File: config.mk
export PLATFORM = sky130hd
export DESIGN_NAME = aord_detector
export DESIGN_NICKNAME = d
export VERILOG_FILES = /design/src/verilog/aord_pkg.sv /design/src/verilog/aord_stretch.sv /design/src/verilog/aord_detector.sv
export SDC_FILE = /design/constraint.sdc
export NUM_CORES = 1
export LEC_CHECK = 0
export ABC_CLOCK_PERIOD_IN_PS = 3300
export BUFFER_PORTS_ARGS = -buffer_cell sky130_fd_sc_hd__buf_2
export CAP_MARGIN = 20
export CORE_ASPECT_RATIO = 1.75
export CORE_UTILIZATION = 40
export DETAILED_ROUTE_END_ITERATION = 8
export MAX_ROUTING_LAYER = met4
export PLACE_DENSITY_LB_ADDON = 0.05
export SLEW_MARGIN = 20
export SYNTH_ARGS = -nofsm -noshare
export SYNTH_HDL_FRONTEND = slang
export SYNTH_SLANG_ARGS = --single-unit
File: constraint.sdc
create_clock -name pclk -period 3.3 [get_ports pclk]
set_input_delay 0.165 -clock pclk [delete_from_list [all_inputs] [get_ports pclk]]
set_output_delay 0.165 -clock pclk [all_outputs]
set_load 0.02 [all_outputs]
File: src/verilog/aord_pkg.sv
package aord_pkg;
   // register byte offsets on the apb slave
   localparam logic [7:0] AORD_CTRL_OFF = 8'h00;
   localparam logic [7:0] AORD_HIGH_THR_OFF = 8'h04;
   localparam logic [7:0] AORD_LOW_THR_OFF = 8'h08;
   localparam logic [7:0] AORD_FLAGS_OFF = 8'h0C;
   localparam logic [7:0] AORD_INT_STATUS_OFF = 8'h10;
   localparam logic [7:0] AORD_INT_MASK_OFF = 8'h14;

   // control register field positions
   localparam int AORD_CTRL_ENABLE_BIT = 0;
   localparam int AORD_CTRL_SINGLE_BIT = 1;
   localparam int AORD_CTRL_PLS_LSB = 2;
   localparam int AORD_PLS_W = 3;

   // flag bit order in flags, status and mask registers
   localparam int AORD_FLAG_A_HIGH = 0;
   localparam int AORD_FLAG_A_LOW = 1;
   localparam int AORD_FLAG_B_HIGH = 2;
   localparam int AORD_FLAG_B_LOW = 3;
   localparam int AORD_NUM_FLAGS = 4;

   // reset values
   localparam logic AORD_ENABLE_RST = 1'b0;
   localparam logic AORD_SINGLE_RST = 1'b0;
   localparam logic [AORD_PLS_W-1:0] AORD_PLS_RST = 3'h0;
   localparam logic [3:0] AORD_MASK_RST = 4'h0;

   // stretch length is base shifted left by the select, 8 to 1024 cycles
   localparam logic [10:0] AORD_PULSE_BASE = 11'h008;
   localparam int AORD_CNT_W = 11;
endpackage : aord_pkg

File: src/verilog/aord_stretch.sv
module aord_stretch
   import aord_pkg::*;
(
   input wire logic pclk,
   input wire logic presetn,
   input wire logic ce,
   input wire logic hit,
   input wire logic [AORD_PLS_W-1:0] pulse_length_sel,
   output logic flag
);

   typedef struct packed {
      logic [AORD_CNT_W-1:0] cnt;
      logic flag;
   } aord_str_type;

   aord_str_type s_q;
   aord_str_type s_d;

   // number of cycles the flag stays up after the last hit
   function automatic logic [AORD_CNT_W-1:0] aord_len(input logic [AORD_PLS_W-1:0] sel);
      aord_len = AORD_PULSE_BASE << sel;
   endfunction : aord_len

   // reload on each hit, count down otherwise; flag falls when the count is spent
   always_comb begin
      s_d = s_q;
      if (hit) begin
         s_d.cnt = aord_len(pulse_length_sel) - 11'h001;
         s_d.flag = 1'b1;
      end else if (s_q.cnt != '0) begin
         s_d.cnt = s_q.cnt - 11'h001;
         s_d.flag = 1'b1;
      end else begin
         s_d.flag = 1'b0;
      end
   end

   // clock enable low freezes the counter and the flag
   always_ff @(posedge pclk or negedge presetn) begin
      if (!presetn) begin
         s_q <= '0;
      end else if (ce) begin
         s_q <= s_d;
      end
   end

   assign flag = s_q.flag;

endmodule : aord_stretch

File: src/verilog/aord_detector.sv
// The APB slave port and the register offsets were chosen for this implementation.
module aord_detector
   import aord_pkg::*;
#(
   parameter int SAMPLE_W = 12
)
(
   input wire logic pclk,
   input wire logic presetn,
   input wire logic ce,
   input wire logic [SAMPLE_W-1:0] sample_a,
   input wire logic sample_a_valid,
   input wire logic [SAMPLE_W-1:0] sample_b,
   input wire logic sample_b_valid,
   input wire logic psel,
   input wire logic penable,
   input wire logic pwrite,
   input wire logic [7:0] paddr,
   input wire logic [31:0] pwdata,
   output logic [31:0] prdata,
   output logic pready,
   output logic pslverr,
   output logic chan_a_high_flag,
   output logic chan_a_low_flag,
   output logic chan_b_high_flag,
   output logic chan_b_low_flag,
   output logic irq
);

   localparam int MAG_W = SAMPLE_W - 1;

   ////////////////////////////////////////////////////////////////////////////////
   // parameter check

   generate
      if (SAMPLE_W < 4 || SAMPLE_W > 17) begin : g_bad_width
         $error("aord_detector: SAMPLE_W must lie between 4 and 17");
      end
   endgenerate

   ////////////////////////////////////////////////////////////////////////////////
   // state

   typedef struct packed {
      logic enable;
      logic single_mode;
      logic [AORD_PLS_W-1:0] pulse_length_sel;
      logic [MAG_W-1:0] high_threshold;
      logic [MAG_W-1:0] low_threshold;
      logic [AORD_NUM_FLAGS-1:0] int_status;
      logic [AORD_NUM_FLAGS-1:0] int_mask;
      logic [31:0] prdata;
      logic pready;
      logic pslverr;
      logic irq;
   } aord_regs_type;

   aord_regs_type r_q;
   aord_regs_type r_d;

   logic [AORD_NUM_FLAGS-1:0] hit;
   logic [AORD_NUM_FLAGS-1:0] flags;
   logic [MAG_W-1:0] mag_a;
   logic [MAG_W-1:0] mag_b;
   logic setup_phase;
   logic write_taken;

   ////////////////////////////////////////////////////////////////////////////////
   // magnitude and comparison

   // two's-complement to magnitude; the most negative code has no positive twin so it saturates
   function automatic logic [MAG_W-1:0] aord_mag(input logic [SAMPLE_W-1:0] s);
      logic [SAMPLE_W-1:0] neg;
      neg = '0;
      if (!s[SAMPLE_W-1]) begin
         aord_mag = s[MAG_W-1:0];
      end else if (s[MAG_W-1:0] == '0) begin
         aord_mag = '1;
      end else begin
         neg = (~s) + 1'b1;
         aord_mag = neg[MAG_W-1:0];
      end
   endfunction : aord_mag

   // word read back for a register offset; unmapped offsets give zero
   function automatic logic [31:0] aord_read(input logic [7:0] addr, input aord_regs_type r,
                                             input logic [AORD_NUM_FLAGS-1:0] f);
      aord_read = '0;
      unique case (addr)
         AORD_CTRL_OFF: begin
            aord_read[AORD_CTRL_ENABLE_BIT] = r.enable;
            aord_read[AORD_CTRL_SINGLE_BIT] = r.single_mode;
            aord_read[AORD_CTRL_PLS_LSB +: AORD_PLS_W] = r.pulse_length_sel;
         end
         AORD_HIGH_THR_OFF: aord_read[MAG_W-1:0] = r.high_threshold;
         AORD_LOW_THR_OFF: aord_read[MAG_W-1:0] = r.low_threshold;
         AORD_FLAGS_OFF: aord_read[AORD_NUM_FLAGS-1:0] = f;
         AORD_INT_STATUS_OFF: aord_read[AORD_NUM_FLAGS-1:0] = r.int_status;
         AORD_INT_MASK_OFF: aord_read[AORD_NUM_FLAGS-1:0] = r.int_mask;
         default: aord_read = '0;
      endcase
   endfunction : aord_read

   function automatic logic aord_mapped(input logic [7:0] addr);
      aord_mapped = (addr == AORD_CTRL_OFF) || (addr == AORD_HIGH_THR_OFF) ||
                    (addr == AORD_LOW_THR_OFF) || (addr == AORD_FLAGS_OFF) ||
                    (addr == AORD_INT_STATUS_OFF) || (addr == AORD_INT_MASK_OFF);
   endfunction : aord_mapped

   // in single mode sample_a is the rising-edge core and sample_b the falling-edge core,
   // so two samples per clock arrive either way and the comparison path is the same
   assign mag_a = aord_mag(sample_a);
   assign mag_b = aord_mag(sample_b);

   // one threshold pair serves both inputs
   always_comb begin
      hit = '0;
      if (r_q.enable && sample_a_valid) begin
         hit[AORD_FLAG_A_HIGH] = (mag_a >= r_q.high_threshold);
         hit[AORD_FLAG_A_LOW] = (mag_a >= r_q.low_threshold);
      end
      if (r_q.enable && sample_b_valid) begin
         hit[AORD_FLAG_B_HIGH] = (mag_b >= r_q.high_threshold);
         hit[AORD_FLAG_B_LOW] = (mag_b >= r_q.low_threshold);
      end
   end

   ////////////////////////////////////////////////////////////////////////////////
   // stretchers, one per pin; pin order follows the flag bit order

   generate
      for (genvar i = 0; i < AORD_NUM_FLAGS; i++) begin : g_str
         aord_stretch u_str (
            .pclk(pclk),
            .presetn(presetn),
            .ce(ce),
            .hit(hit[i]),
            .pulse_length_sel(r_q.pulse_length_sel),
            .flag(flags[i])
         );
      end
   endgenerate

   // even-index pins carry the high threshold, odd-index pins the low one
   assign chan_a_high_flag = flags[AORD_FLAG_A_HIGH];
   assign chan_a_low_flag = flags[AORD_FLAG_A_LOW];
   assign chan_b_high_flag = flags[AORD_FLAG_B_HIGH];
   assign chan_b_low_flag = flags[AORD_FLAG_B_LOW];

   ////////////////////////////////////////////////////////////////////////////////
   // apb slave and interrupt logic

   // decoding in the setup cycle keeps prdata and pready on flops with no wait state
   assign setup_phase = psel && !penable && !r_q.pready;
   assign write_taken = psel && penable && r_q.pready && pwrite;

   always_comb begin
      r_d = r_q;
      r_d.pready = 1'b0;
      if (setup_phase) begin
         r_d.pready = 1'b1;
         r_d.pslverr = !aord_mapped(paddr);
         r_d.prdata = pwrite ? 32'h0000_0000 : aord_read(paddr, r_q, flags);
      end else if (psel && penable && r_q.pready) begin
         r_d.pslverr = 1'b0;
         r_d.prdata = '0;
      end
      if (write_taken) begin
         unique case (paddr)
            AORD_CTRL_OFF: begin
               r_d.enable = pwdata[AORD_CTRL_ENABLE_BIT];
               r_d.single_mode = pwdata[AORD_CTRL_SINGLE_BIT];
               r_d.pulse_length_sel = pwdata[AORD_CTRL_PLS_LSB +: AORD_PLS_W];
            end
            AORD_HIGH_THR_OFF: r_d.high_threshold = pwdata[MAG_W-1:0];
            AORD_LOW_THR_OFF: r_d.low_threshold = pwdata[MAG_W-1:0];
            AORD_INT_STATUS_OFF: r_d.int_status = r_q.int_status & ~pwdata[AORD_NUM_FLAGS-1:0];
            AORD_INT_MASK_OFF: r_d.int_mask = pwdata[AORD_NUM_FLAGS-1:0];
            default: r_d.enable = r_q.enable;
         endcase
      end
      // a hit in the cycle of a clearing write still sets its bit
      r_d.int_status = r_d.int_status | hit;
      r_d.irq = |(r_d.int_status & r_d.int_mask);
   end

   always_ff @(posedge pclk or negedge presetn) begin
      if (!presetn) begin
         r_q <= '{enable: AORD_ENABLE_RST, single_mode: AORD_SINGLE_RST,
                  pulse_length_sel: AORD_PLS_RST, high_threshold: '1, low_threshold: '1,
                  int_status: '0, int_mask: AORD_MASK_RST, prdata: '0,
                  pready: 1'b0, pslverr: 1'b0, irq: 1'b0};
      end else if (ce) begin
         r_q <= r_d;
      end
   end

   assign prdata = r_q.prdata;
   assign pready = r_q.pready;
   assign pslverr = r_q.pslverr;
   assign irq = r_q.irq;

endmodule : aord_detector

## Word-level counts from Yosys, hierarchy flattened

Cells that the tools add are included.

- $add $sub $neg: 7
- Order comparisons: 4
- Equal/unequal tests: 5
- Shift operators: 1
- Muxes and demuxes: 30
- Bitwise gates (word level): 6
- Reductions and logical operators: 36

Operator list:

| cell | count |
|---|---|
| 2-to-1 mux 11 bit | 9 |
| 2-to-1 mux 32 bit | 2 |
| subtractor 11 x 1 -> 11 bit, second input constant | 5 |
| 2-to-1 mux 12 bit | 4 |
| >= comparator 11 bit | 4 |
| nonzero test 11 bit | 4 |
| case mux 4 bit (6 select lines) | 1 |
| adder 11 x 1 -> 11 bit, second input constant | 2 |
| zero test 11 bit | 2 |
| inverter 11 bit | 2 |
| equality test 8 x 4 -> 1 bit, second input constant | 2 |
| equality test 8 x 5 -> 1 bit, second input constant | 2 |
| case mux 6 bit (2 select lines) | 1 |
| left shift 4 x 3 -> 11 bit, first input constant | 1 |
| AND reduction 2 bit | 5 |
| nonzero test 2 bit | 5 |
| AND reduction 3 bit | 3 |
| AND 4 bit | 2 |
| equality test 8 x 3 -> 1 bit, second input constant | 1 |
| zero test 8 bit | 1 |
| 2-to-1 mux 4 bit | 2 |
| 2-to-1 mux 8 bit | 1 |
| logical AND 1 bit | 7 |
| 2-to-1 mux 1 bit | 7 |
| 7 further kinds | 14 |

- Register bits after elaboration: 118
- Input bits: 72
- Word-level logic and storage cells: 108

## Longest topological paths before layout

Gate-level depths: netlist of run 1.

- Depth after elaboration: 9
- Depth in mapped cells: 16
- Mapped depth without buffers: 15

## Hierarchy

A second synthesis of run 1 with hierarchy kept.

- Cells, all modules: 901
- Area total of the unflattened synthesis: 7743.7 um^2

Modules (own cells, without submodules):

| module | times used | cells an instance | area each (um^2) | seq. area each (um^2) |
|---|---|---|---|---|
| aord_detector | 1 | 481 | 4105.2 | 1253.7 |
| aord_stretch | 4 | 105 | 909.6 | 300.3 |

## Least setup slack after synthesis of run 1

Ideal clock, no wire load.

- Kind: input port to flip-flop
- Start point: in sample_b[3]
- End point: reg r_q (netlist bit irq)
- Arrival: 3.631 ns
- Required time: 3.167 ns
- Slack: -0.464 ns
- Cell stages on the path: 14
- Cells stage by stage: or4_4 or3_1 or3_1 or3b_1 buf_6 and2_4 ha_1 nor2b_1 o21ai_0 a221oi_1 nor2_1 clkbuf_1 o221ai_1 nand4_1

- Longest elaborated chain between the ends: 9
- Elaborated cells on any way between the ends: 11
- Those cells by class: 1 x add/sub; 2 x order compare; 3 x mux; 3 x bitwise; 2 x reduce/logical

Ends and longest elaborated chain:

| item | line | RTL |
|---|---|---|
| start: declaration | aord_detector.sv:13 | `input wire logic [SAMPLE_W-1:0] sample_b,` |
| inverter 11 bit | aord_detector.sv:80 | `neg = (~s) + 1'b1;` |
| adder 11 x 1 -> 11 bit | aord_detector.sv:80 |  |
| 2-to-1 mux 11 bit | aord_detector.sv:77 | `end else if (s[MAG_W-1:0] == '0) begin` |
| 2-to-1 mux 11 bit * | aord_detector.sv:75 | `if (!s[SAMPLE_W-1]) begin` |
| >= comparator 11 bit (on tied branches) | aord_detector.sv:123, aord_detector.sv:124 |  |
| 2-to-1 mux 2 bit * | aord_detector.sv:122 | `if (r_q.enable && sample_b_valid) begin` |
| bitwise OR 4 bit * | aord_detector.sv:183 | `r_d.int_status = r_d.int_status \| hit;` |
| AND 4 bit * | aord_detector.sv:184 | `r_d.irq = \|(r_d.int_status & r_d.int_mask);` |
| OR reduction 4 bit * | aord_detector.sv:184 |  |
| end signal: assignment | aord_detector.sv:189 | `r_q <= '{enable: AORD_ENABLE_RST, single_mode: AORD_SINGLE_RST,` |
| end signal: assignment | aord_detector.sv:194 | `r_q <= r_d;` |
| end: declaration | aord_detector.sv:58 | `aord_regs_type r_q;` |

Every way passes the cells marked *; elsewhere a longest branch is shown, timed or not.
A chain may end at the register's enable or synchronous reset.

## Worst setup path after layout of run 1

- Start point: in sample_b[3]
- End point: reg g_str[3].u_str.s_q[4] in the netlist's numbering

- Longest elaborated chain between the ends: 8
- Elaborated cells on any way between the ends: 10
- Those cells by class: 1 x add/sub; 1 x order compare; 4 x mux; 1 x bitwise; 3 x reduce/logical

Ends and longest elaborated chain:

| item | line | RTL |
|---|---|---|
| inverter 11 bit | aord_detector.sv:80 |  |
| adder 11 x 1 -> 11 bit | aord_detector.sv:80 |  |
| 2-to-1 mux 11 bit | aord_detector.sv:77 |  |
| 2-to-1 mux 11 bit * | aord_detector.sv:75 |  |
| >= comparator 11 bit * | aord_detector.sv:124 | `hit[AORD_FLAG_B_LOW] = (mag_b >= r_q.low_threshold);` |
| 2-to-1 mux 2 bit * | aord_detector.sv:122 |  |
| nonzero test 2 bit (no line) | - |  |
| AND reduction 2 bit (no line) | - |  |
| end signal: assignment | aord_stretch.sv:42 | `s_q <= '0;` |
| end signal: assignment | aord_stretch.sv:44 | `s_q <= s_d;` |
| end: declaration | aord_stretch.sv:17 | `aord_str_type s_q;` |

Marks and branches as above.

==> run metrics, run 1 <==
# DRC 0; area of the multi-input gates approximately 4500 um2; Die Y-Extent ~180 um; GPL Wtd Cong ~0.87; most area-consuming cells after synthesis dfrtp_1 27%, ha_1 8.9%, dfstp_2 8.3%; r2r setup slk 0.60 ns; Iter 0 DRT Violations ~220; Die Area about 18000 um2; post-route cell area between 8000 and 9000 um2; mean routed wirelength per cell approximately 18 um; number of synthesized flops with an enable pin 0; multiplexer share of the synthesized area 0.0925; Synth async-reset ratio 1.00; CP Capture Type register; global route total overflow 0; clock tree from TritonCTS built; clock root buffer clkbuf_16; H-tree depth 3; num rows 63; area post-placement about 8000 um2; final slew viol count 0; Crit Path Max Fanout 6; Rel. slew slack 0.400; cell taking the most area after synthesis dfrtp_1; pwr dens 422 nW/um2; largest family of logic cells by synthesized area compound AO/OA/AOI/OAI gates; core area roughly 17000 um2; first-pass GRT wire length approximately 32000 um; DPL Wire Length 16300 um; Util after Layout 0.509; Critical Path RT about 3.5 ns; min-delay worst type in2reg; Post-Synthesis Cells around 780; top-area cell type share of the netlist area 0.268; fmax approximately 0.3 GHz; CTS max path bufs 2; 1st-pass router iterations 6; final setup fails 0; Storage cell area 2450 um2; Post-Route WL 20400 um; status finished, final reports clean; Tcrit/Tclk final 0.999; Synth Area in Simple Gates 0.180; initial antenna violation count 0; IO Count around 110; Area growth syn-to-layout 23.9%; clock latency on the worst-skew pair 0.35 ns; top_reg_cell synth dfrtp_1; Fillers about 1700; RSZ-0062 raised after global routing true; crit path DAT between 3 and 4 ns; synth warn 0; Max Cap Viol 0; via count around 6300; worst-margin pin slew around 0.89 ns; CTS Buf Count 9; critical path type in2reg; final hold violations 0; Synth Area in XOR/XNOR 0.0150; Placed Cells 1109; post-synthesis compound-gate area fraction 0.199; Mapped Avg Cell Area between 9 and 10 um2; grt met1 use 0.236; non-filler instance count after layout 1133; vias in the first global route between 6000 and 7000; hold depth 2; leading cell types in the layout, fill and taps excluded 84 x nand2_1, 79 x buf_4, 75 x dfrtp_1; post-route ant nets 0; post-route minimum period approximately 3.3 ns; register area share after synthesis 0.351; VDD IR max 0.000224 V; post-synth design cell area around 7000 um2; Nets slightly above 1000; GRT Util Overall 0.243; worst r2r path cells 8; Leak 3.75 nW; Startpoint Class input port; most common library cell in the layout ignoring fill and taps nand2_1; clock-pin slew on the worst setup and hold paths 0.08 ns; largest net degree at the start of global routing 60; Synth Area in Adders 0.0894; GR Util met3 0.0245; Vias/cell approximately 5.6; antenna cell count 0; Yosys reg bits 97; synth unique cells 73; chip width a little over 100 um; Setup Skew around 0.013 ns; initial core utilization 0.411; CTS sink count 97; Buffers on Ports between 60 and 70; gr busiest metal met2; global routing met2 resource utilization 0.459; ratio of cells with drive above 1 in the final layout 0.332
==> cells in the mapped netlist (3+ instances only) <==
cell type	count
nand2_1	89
dfrtp_1	75
o21ai_0	58
ha_1	50
nor2_1	50
a21oi_1	45
inv_1	43
mux2_2	37
buf_4	32
dfstp_2	22
clkbuf_1	20
nor3_1	17
or3_1	15
mux2i_1	14
nand3_1	12
or4_1	12
nand2b_1	10
a31oi_1	9
o211ai_1	9
o21a_1	8
a21o_1	7
a22oi_1	7
or2_2	7
xor2_1	7
a21boi_0	6
and2_1	6
o22ai_1	6
a221o_1	5
nand4_1	5
nor2b_1	5
nor4_1	5
o221ai_1	5
o22a_1	5
o31ai_1	5
o41ai_1	5
xnor2_1	5
and3_1	4
mux4_2	4
nor3b_1	4
a211o_1	3
o311ai_0	3
==> final timing paths <==
| kind | from | to |
|---|---|---|
| setup / recovery | sample_b[3] | g_str[3].u_str.s_q[4] |
| hold / removal | pwdata[8] | r_q[51] |
| setup reg to reg | g_str[1].u_str.s_q[1] | g_str[1].u_str.s_q[6] |
| hold reg to reg | prdata[6] | prdata[6] |
| max in group asynchronous | presetn | r_q[45] |
| min in group asynchronous | presetn | g_str[1].u_str.s_q[11] |
==> kinds of logic after synthesis <==
logic type | Yosys count
other | 1
buffers and inverters | 100
AND/OR/NAND/NOR | 253
flip-flops | 97
AO/OA/AOI/OAI | 208
XOR/XNOR | 12
adder cells (fa/ha/maj) | 50
multiplexers | 55
==> per-layer routing <==
| metal | vias up | share of wire |
|---|---|---|
| li1 | 3046 | - |
| met1 | 3088 | 0.36 |
| met2 | 131 | 0.58 |
| met3 | 40 | 0.023 |
| met4 | 0 | 0.043 |
| met5 | - | 0 |
==> critical path, stage by stage <==
cell and delay (ns):
buf_6 0.09, or4_4 0.52, or3_4 0.34, or3_4 0.39, or3b_4 0.45, nand2_1 0.11, ha_1 0.14, nand2_1 0.08
o21ai_1 0.24, nand2_1 0.14, buf_4 0.18, a21oi_2 0.31, nor3_1 0.10, a221o_1 0.26
==> timing repair <==
action                                  CTS  global route
endpoints found under the setup margin   37            42
pin swaps                                 6            21
gates cloned                              1             0
hold buffers                              1             0
setup buffers                             4             2
hold endpoints to repair                 39             0
gates resized for setup                  15            47
==> flip-flops by register name, summed over array words and instances (netlist names) <==
| register | flops |
|---|---|
| g_str.u_str.s_q | 44 |
| r_q | 35 |
| prdata | 11 |
| g_str.u_str.flag | 4 |
| irq | 1 |
| pready | 1 |
| pslverr | 1 |
==> through the flow <==
stage	setup TNS (ns)	total power, mW	hold WS, ns	setup slack, ns
final	0	3.66	0.0586	0.00280
after global placement	-20.71	2.52	0.281	-0.618
after global routing	-0.538	3.88	0.0524	-0.0747
after floorplan	-3.35	2.25	-0.131	-0.224
after CTS	0	3.66	0.0506	0.00701
after detailed placement	-23.44	2.56	0.301	-0.709
==> area by class of cell <==
class                      instances  area share
inverter                          43      0.0186
clock buffer                       9      0.0260
clock inverter                     7     0.00953
tap                              227      0.0328
sequential                        97       0.283
timing repair buffer             150       0.115
multi-input combinational        600       0.515
==> power by group <==
group	switching, mW	leakage, nW	internal, mW
Combinational	0.528	2.44	0.459
Sequential	0.208	1.17	1.39
Clock	0.531	0.145	0.540
Total	1.27	3.75	2.39
Power figures use the tool's default switching activity.
==> run 2, diff against run 1 <==
--- a/config.mk
+++ b/config.mk
@@ -5,11 +5,12 @@
 export SDC_FILE = /design/constraint.sdc
 export NUM_CORES = 1
 export LEC_CHECK = 0
-export ABC_CLOCK_PERIOD_IN_PS = 3300
+export ABC_CLOCK_PERIOD_IN_PS = 3500
 export BUFFER_PORTS_ARGS = -buffer_cell sky130_fd_sc_hd__buf_2
 export CAP_MARGIN = 20
 export CORE_ASPECT_RATIO = 1.75
 export CORE_UTILIZATION = 40
+export CTS_BUF_LIST = sky130_fd_sc_hd__clkbuf_16
 export DETAILED_ROUTE_END_ITERATION = 8
 export MAX_ROUTING_LAYER = met4
 export PLACE_DENSITY_LB_ADDON = 0.05
==> constraint.sdc (replaced) <==
create_clock -name pclk -period 3.5 [get_ports pclk]
set_input_delay 0.175 -clock pclk [delete_from_list [all_inputs] [get_ports pclk]]
set_output_delay 0.175 -clock pclk [all_outputs]
set_load 0.02 [all_outputs]
==> run metrics, run 2 (same netlist as run 1, synthesis figures left out) <==
largest net degree at the start of global routing between 60 and 70; CTS max path bufs 2; non-filler instance count after layout ~1100; initial core utilization 0.411; final hold violations 0; max FFs per register 44; CP max stage delay 0.52 ns; Placed Cells around 1100; Die Area around 18000 um2; Die Y-Extent roughly 180 um; pwr dens 413 nW/um2; first-pass GRT wire length ~32000 um; mean routed wirelength per cell around 18 um; GRT Util Overall 0.243; vias in the first global route roughly 6300; global route total overflow 0; Buffers on Ports 68; Post-CTS Setup Inserts 0; CTS Buf Count 9; VDD IR max about 0.00022 V; worst-margin pin slew ~0.87 ns; Setup Skew ~0.011 ns; ratio of cells with drive above 1 in the final layout 0.278; Fillers 1699; post-route ant nets 0; crit path DAT between 3 and 4 ns; CTS sink count slightly below 100; min-delay worst type in2reg; Crit-path slowest cell or4_4; DPL Wire Length ~16000 um; CP Buf/Inv Count 1; Fin Hold WS roughly 0.068 ns; Top reg by flops g_str.u_str.s_q; RSZ-0062 raised after global routing false; leading cell types in the layout, fill and taps excluded 86 x nand2_1, 75 x dfrtp_1, 67 x buf_2; Post-Route WL around 20000 um; final setup fails 0; initial antenna violation count 0; Startpoint Class input port; fmax roughly 0.30 GHz; Iter 0 DRT Violations 240; Critical Path RT between 3 and 4 ns; CP Capture Type register; clock latency on the worst-skew pair roughly 0.36 ns; Max Cap Viol 0; H-tree depth 3; # DRC 0; IO Count ~110; num rows 63; GPL Wtd Cong 0.894; status finished, final reports clean; most common library cell in the layout ignoring fill and taps nand2_1; CP top delay family simple AND/OR/NAND/NOR gates; Tcrit/Tclk final 0.960; Rel. slew slack 0.412; Vias/cell 5.61; chip width roughly 100 um; Crit Path Max Fanout 11; post-route minimum period about 3.4 ns; critical path type in2reg; clock root buffer clkbuf_16; core area 17000 um2; Power Total 3.40 mW; via count between 6000 and 7000; final slew viol count 0; CP cell instances buf_2, or4_4, or3_1, or3_4, or3b_4, and2_4, ha_4, nor2b_1, o21ai_1, a31oi_1, a21o_2, a21bo_2, a221o_1; Area growth syn-to-layout 17.5%; clock tree from TritonCTS built; Leak about 3.6 nW; Nets 995; antenna cell count 0; 1st-pass router iterations 4; clock-pin slew on the worst setup and hold paths roughly 0.07 ns
==> run 2: changes by cell type in the layout (fill, tap and decap cells not counted), sizes merged <==
cell,change
clkbuf,+1
clkinvlp,-1
inv,+1
buf,-28
clkinv,-1
==> run 2: metrics by stage <==
stage                     cell area (um2)  setup WS (ns)  utilization  setup TNS [ns]
after global placement               7830         -0.421        0.460          -14.39
after floorplan                      7170        -0.0338            -          -0.106
after global routing                 8220        0.00103        0.483               0
after detailed placement             7830         -0.507        0.460          -17.90
final                                8220          0.141        0.483               0
after CTS                            8150         0.0298        0.478               0
==> run 2: timing repair <==
| item | 4_1_cts | 5_1_grt |
|---|---|---|
| cloned | 0 | 1 |
| gates resized for setup | 3 | 20 |
| endpoints found under the setup margin | 19 | 41 |
| hold buffers | 1 | 0 |
| pin swaps | 0 | 6 |
| hold endpoints to repair | 43 | 0 |
==> run 2: final timing paths <==
path | start | cells past startpoint | end | slack (ns)
min | pwdata[8] | 2 | r_q[51] | 0.07
min in group asynchronous | presetn | 2 | g_str[1].u_str.s_q[1] | 0.45
min reg2reg | prdata[10] | 2 | prdata[10] | 0.49
max in group asynchronous | presetn | 3 | g_str[3].u_str.s_q[6] | 2.08
max | sample_b[3] | 13 | g_str[3].u_str.s_q[4] | 0.14
max reg2reg | g_str[1].u_str.s_q[1] | 8 | g_str[1].u_str.s_q[5] | 0.74
==> run 2: power by group <==
group | internal (mW) | switching [mW]
Sequential | 1.31 | 0.199
Clock | 0.529 | 0.457
Combinational | 0.409 | 0.493
Total | 2.25 | 1.15
==> run 2: layout make-up <==
cell class | instances | area [um2] | area share
Timing Repair Buffer | 122 | 751 | 0.0913
Inverter | 43 | 161 | 0.0196
Clock buffer | 10 | 250 | 0.0304
Multi-Input combinational cell | 600 | 4280 | 0.520
Sequential cell | 97 | 2450 | 0.299
Clock inverter | 6 | 42.5 | 0.00518
Tap cell | 227 | 284 | 0.0346
==> run 2: routing by layer <==
layer / share of wire / wire, um / global-route usage / vias up
li1: - / - / - / 2980
met1: 0.36 / 7270 / 0.234 / 3065
met2: 0.58 / 11700 / 0.471 / 119
met3: 0.023 / 459 / 0.0249 / 39
met4: 0.037 / 743 / 0.107 / 0
met5: 0 / 0 / - / -
==> run 3, diff against run 2 <==
--- a/config.mk
+++ b/config.mk
@@ -5,6 +5,7 @@
 export SDC_FILE = /design/constraint.sdc
 export NUM_CORES = 1
 export LEC_CHECK = 0
+export ABC_AREA = 1
 export ABC_CLOCK_PERIOD_IN_PS = 3500
 export BUFFER_PORTS_ARGS = -buffer_cell sky130_fd_sc_hd__buf_2
 export CAP_MARGIN = 20
==> run metrics, run 3 <==
largest family of logic cells by synthesized area simple AND/OR/NAND/NOR gates; largest net degree at the start of global routing 45; post-synthesis compound-gate area fraction 0.142; Final WS setup approximately 0.56 ns; Fillers approximately 1900; CP max stage delay between 0.2 and 0.3 ns; initial antenna violation count 0; chip width just over 100 um; clock root buffer clkbuf_16; worst r2r path cells 14; top_reg_cell synth dfrtp_1; CTS Buf Count 9; most frequent cells after synthesis 265 x nand2_1, 129 x inv_1, 78 x o21ai_0; CTS max path bufs 2; Synth Area in Simple Gates 0.275; clock-pin slew on the worst setup and hold paths about 0.07 ns; DPL Wire Length approximately 16000 um; final hold violations 0; critical path type in2reg; max FFs per register 44; first-pass GRT wire length 30300 um; mean routed wirelength per cell between 15 and 20 um; hold depth 3; Buffers on Ports between 60 and 70; global route total overflow 0; crit path DAT 3.18 ns; Critical Path RT 3.74 ns; Hold Path End r_q[51]; Rel. slew slack 0.297; post-route ant nets 0; cell taking the most area after synthesis dfrtp_1; clock tree from TritonCTS built; number of synthesized flops with an enable pin 0; via count ~6300; post-route minimum period 2.94 ns; Post-CTS Setup Inserts 0; H-tree depth 3; multiplexer share of the synthesized area 0; Crit Reg-Reg Startpoint r_q[47]; dpl ws between 0.15 and 0.2 ns; vias in the first global route 6032; CTS sink count 97; Hold Path Origin pwdata[8]; Leak about 4 nW; Max Cap Viol 0; # DRC 0; post-synth design cell area 7140 um2; CP Capture Type register; area post-placement 7590 um2; Nets ~1200; final setup fails 0; VDD IR max ~0.00027 V; synth unique cells 49; Die Y-Extent approximately 180 um; worst r2r dst irq; top-area cell type share of the netlist area 0.263; GRT Util Overall 0.231; Vias/cell 4.93; Synth Area in XOR/XNOR 0.0282; Top reg by flops g_str.u_str.s_q; Area growth syn-to-layout 10.5%; Setup Skew around 0.0054 ns; status finished, final reports clean; register area share after synthesis 0.344; final slew viol count 0; pwr dens 492 nW/um2; most common library cell in the layout ignoring fill and taps nand2_1; num rows 64; initial core utilization 0.409; post-route cell area 7890 um2; Util after Layout 0.452; leading cell types in the layout, fill and taps excluded 265 x nand2_1, 130 x inv_1, 78 x o21ai_0; synth warn 0; core area around 17000 um2; fmax about 0.34 GHz; Crit Path Max Fanout 10; Yosys reg bits 97; ratio of cells with drive above 1 in the final layout 0.157; Mapped Avg Cell Area approximately 7.3 um2; Crit-path slowest cell ha_1; count leader, synth nand2_1; RSZ-0062 raised after global routing false; antenna cell count 0; setup TNS 0 ns; post-cts resize count 0; Tcrit/Tclk final 0.840; hold buffer count at CTS 1; most area-consuming cells after synthesis dfrtp_1 26%, nand2_1 14%, ha_1 8.8%; clock latency on the worst-skew pair around 0.36 ns; CP cell instances buf_2, inv_1, ha_1, nand3_1, nor2_1, nand4_1, inv_1, nand3_1, nor2_1, nand2_1, nand3_1, ha_1, nand2_1, nor2_1, and2_1, nand2_1, nand3_1, nand2_1, buf_4, nand2_1, nand2_1, nand2_1, nor2_1, nor2_1; Synth Area in Adders 0.0876; Synth async-reset ratio 1.00; min-delay worst type in2reg; 1st-pass router iterations 4; CP most frequent cell nand2_1; Iter 0 DRT Violations roughly 320; r2r setup slk around 1.1 ns; Post-Synthesis Cells 985; Die Area about 18000 um2; worst-margin pin slew ~1.0 ns; IO Count 111; GPL Wtd Cong a little over 0.9; Startpoint Class input port; Post-Route WL just under 20000 um
## run 3: cell types whose count changed in the layout (fill, tap and decap cells not counted), sizes merged, moves of 27 or more
| cell | previous run | this run |
|---|---|---|
| nand2 | 89 | 278 |
| inv | 47 | 140 |
| o21ai | 58 | 115 |
| nand3 | 12 | 63 |
| buf | 121 | 82 |
| mux2 | 37 | 0 |
| a21oi | 45 | 18 |
## run 3: worst max-delay path, delay by kind of cell
kind	cells	cell delay, ns
adder cells (fa/ha/maj)	2	0.41
buffers and inverters	4	0.50
AND/OR/NAND/NOR	18	2.10
## run 3: kinds of logic after synthesis
group           Yosys count
fa+ha+maj                50
compound gates          172
flops                    97
other cells               1
xor+xnor                 23
simple gates            452
buf+inv                 190
## run 3: layer usage
layer | track usage | vias up | wire length [um]
li1 | - | 3255 | -
met3 | 0.0320 | 45 | 501
met2 | 0.441 | 91 | 11100
met1 | 0.211 | 2931 | 7130
met4 | 0.134 | 0 | 1080
met5 | - | - | 0
## run 3: stage by stage
stage	hold WS, ns	total power [mW]	instances
after floorplan	-0.121	2.62	1005
after global placement	0.103	2.92	1266
after detailed placement	0.106	2.93	1266
after CTS	0.0324	3.95	1283
after global routing	0.0465	4.21	1283
final	0.0410	3.88	1283
## run 3: worst max path at each step
stage / from / end / depth (start not counted)
floorplan: sample_a[0] / irq / 23
global placement: sample_a[1] / irq / 24
detailed placement: sample_a[1] / irq / 24
CTS: sample_a[1] / irq / 24
global route: sample_a[0] / irq / 24
finish: sample_a[1] / irq / 24
## run 3: area by class of cell
cell class / instances / area, um2 / area share
Multi-Input combinational cell: 718 / 3880 / 0.492
Tap cell: 231 / 289 / 0.0366
Clock buffer: 10 / 250 / 0.0317
Sequential cell: 97 / 2450 / 0.311
Timing Repair Buffer: 83 / 458 / 0.0580
Clock inverter: 6 / 40.0 / 0.00507
Inverter: 138 / 519 / 0.0658
## run 3: power by group
part / total [mW] / switching (mW) / internal, mW / leakage (nW)
clock: 0.988 / 0.459 / 0.529 / 0.150
sequential: 1.54 / 0.183 / 1.35 / 1.19
combinational: 1.36 / 0.817 / 0.540 / 2.72
total: 3.88 / 1.46 / 2.42 / 4.06
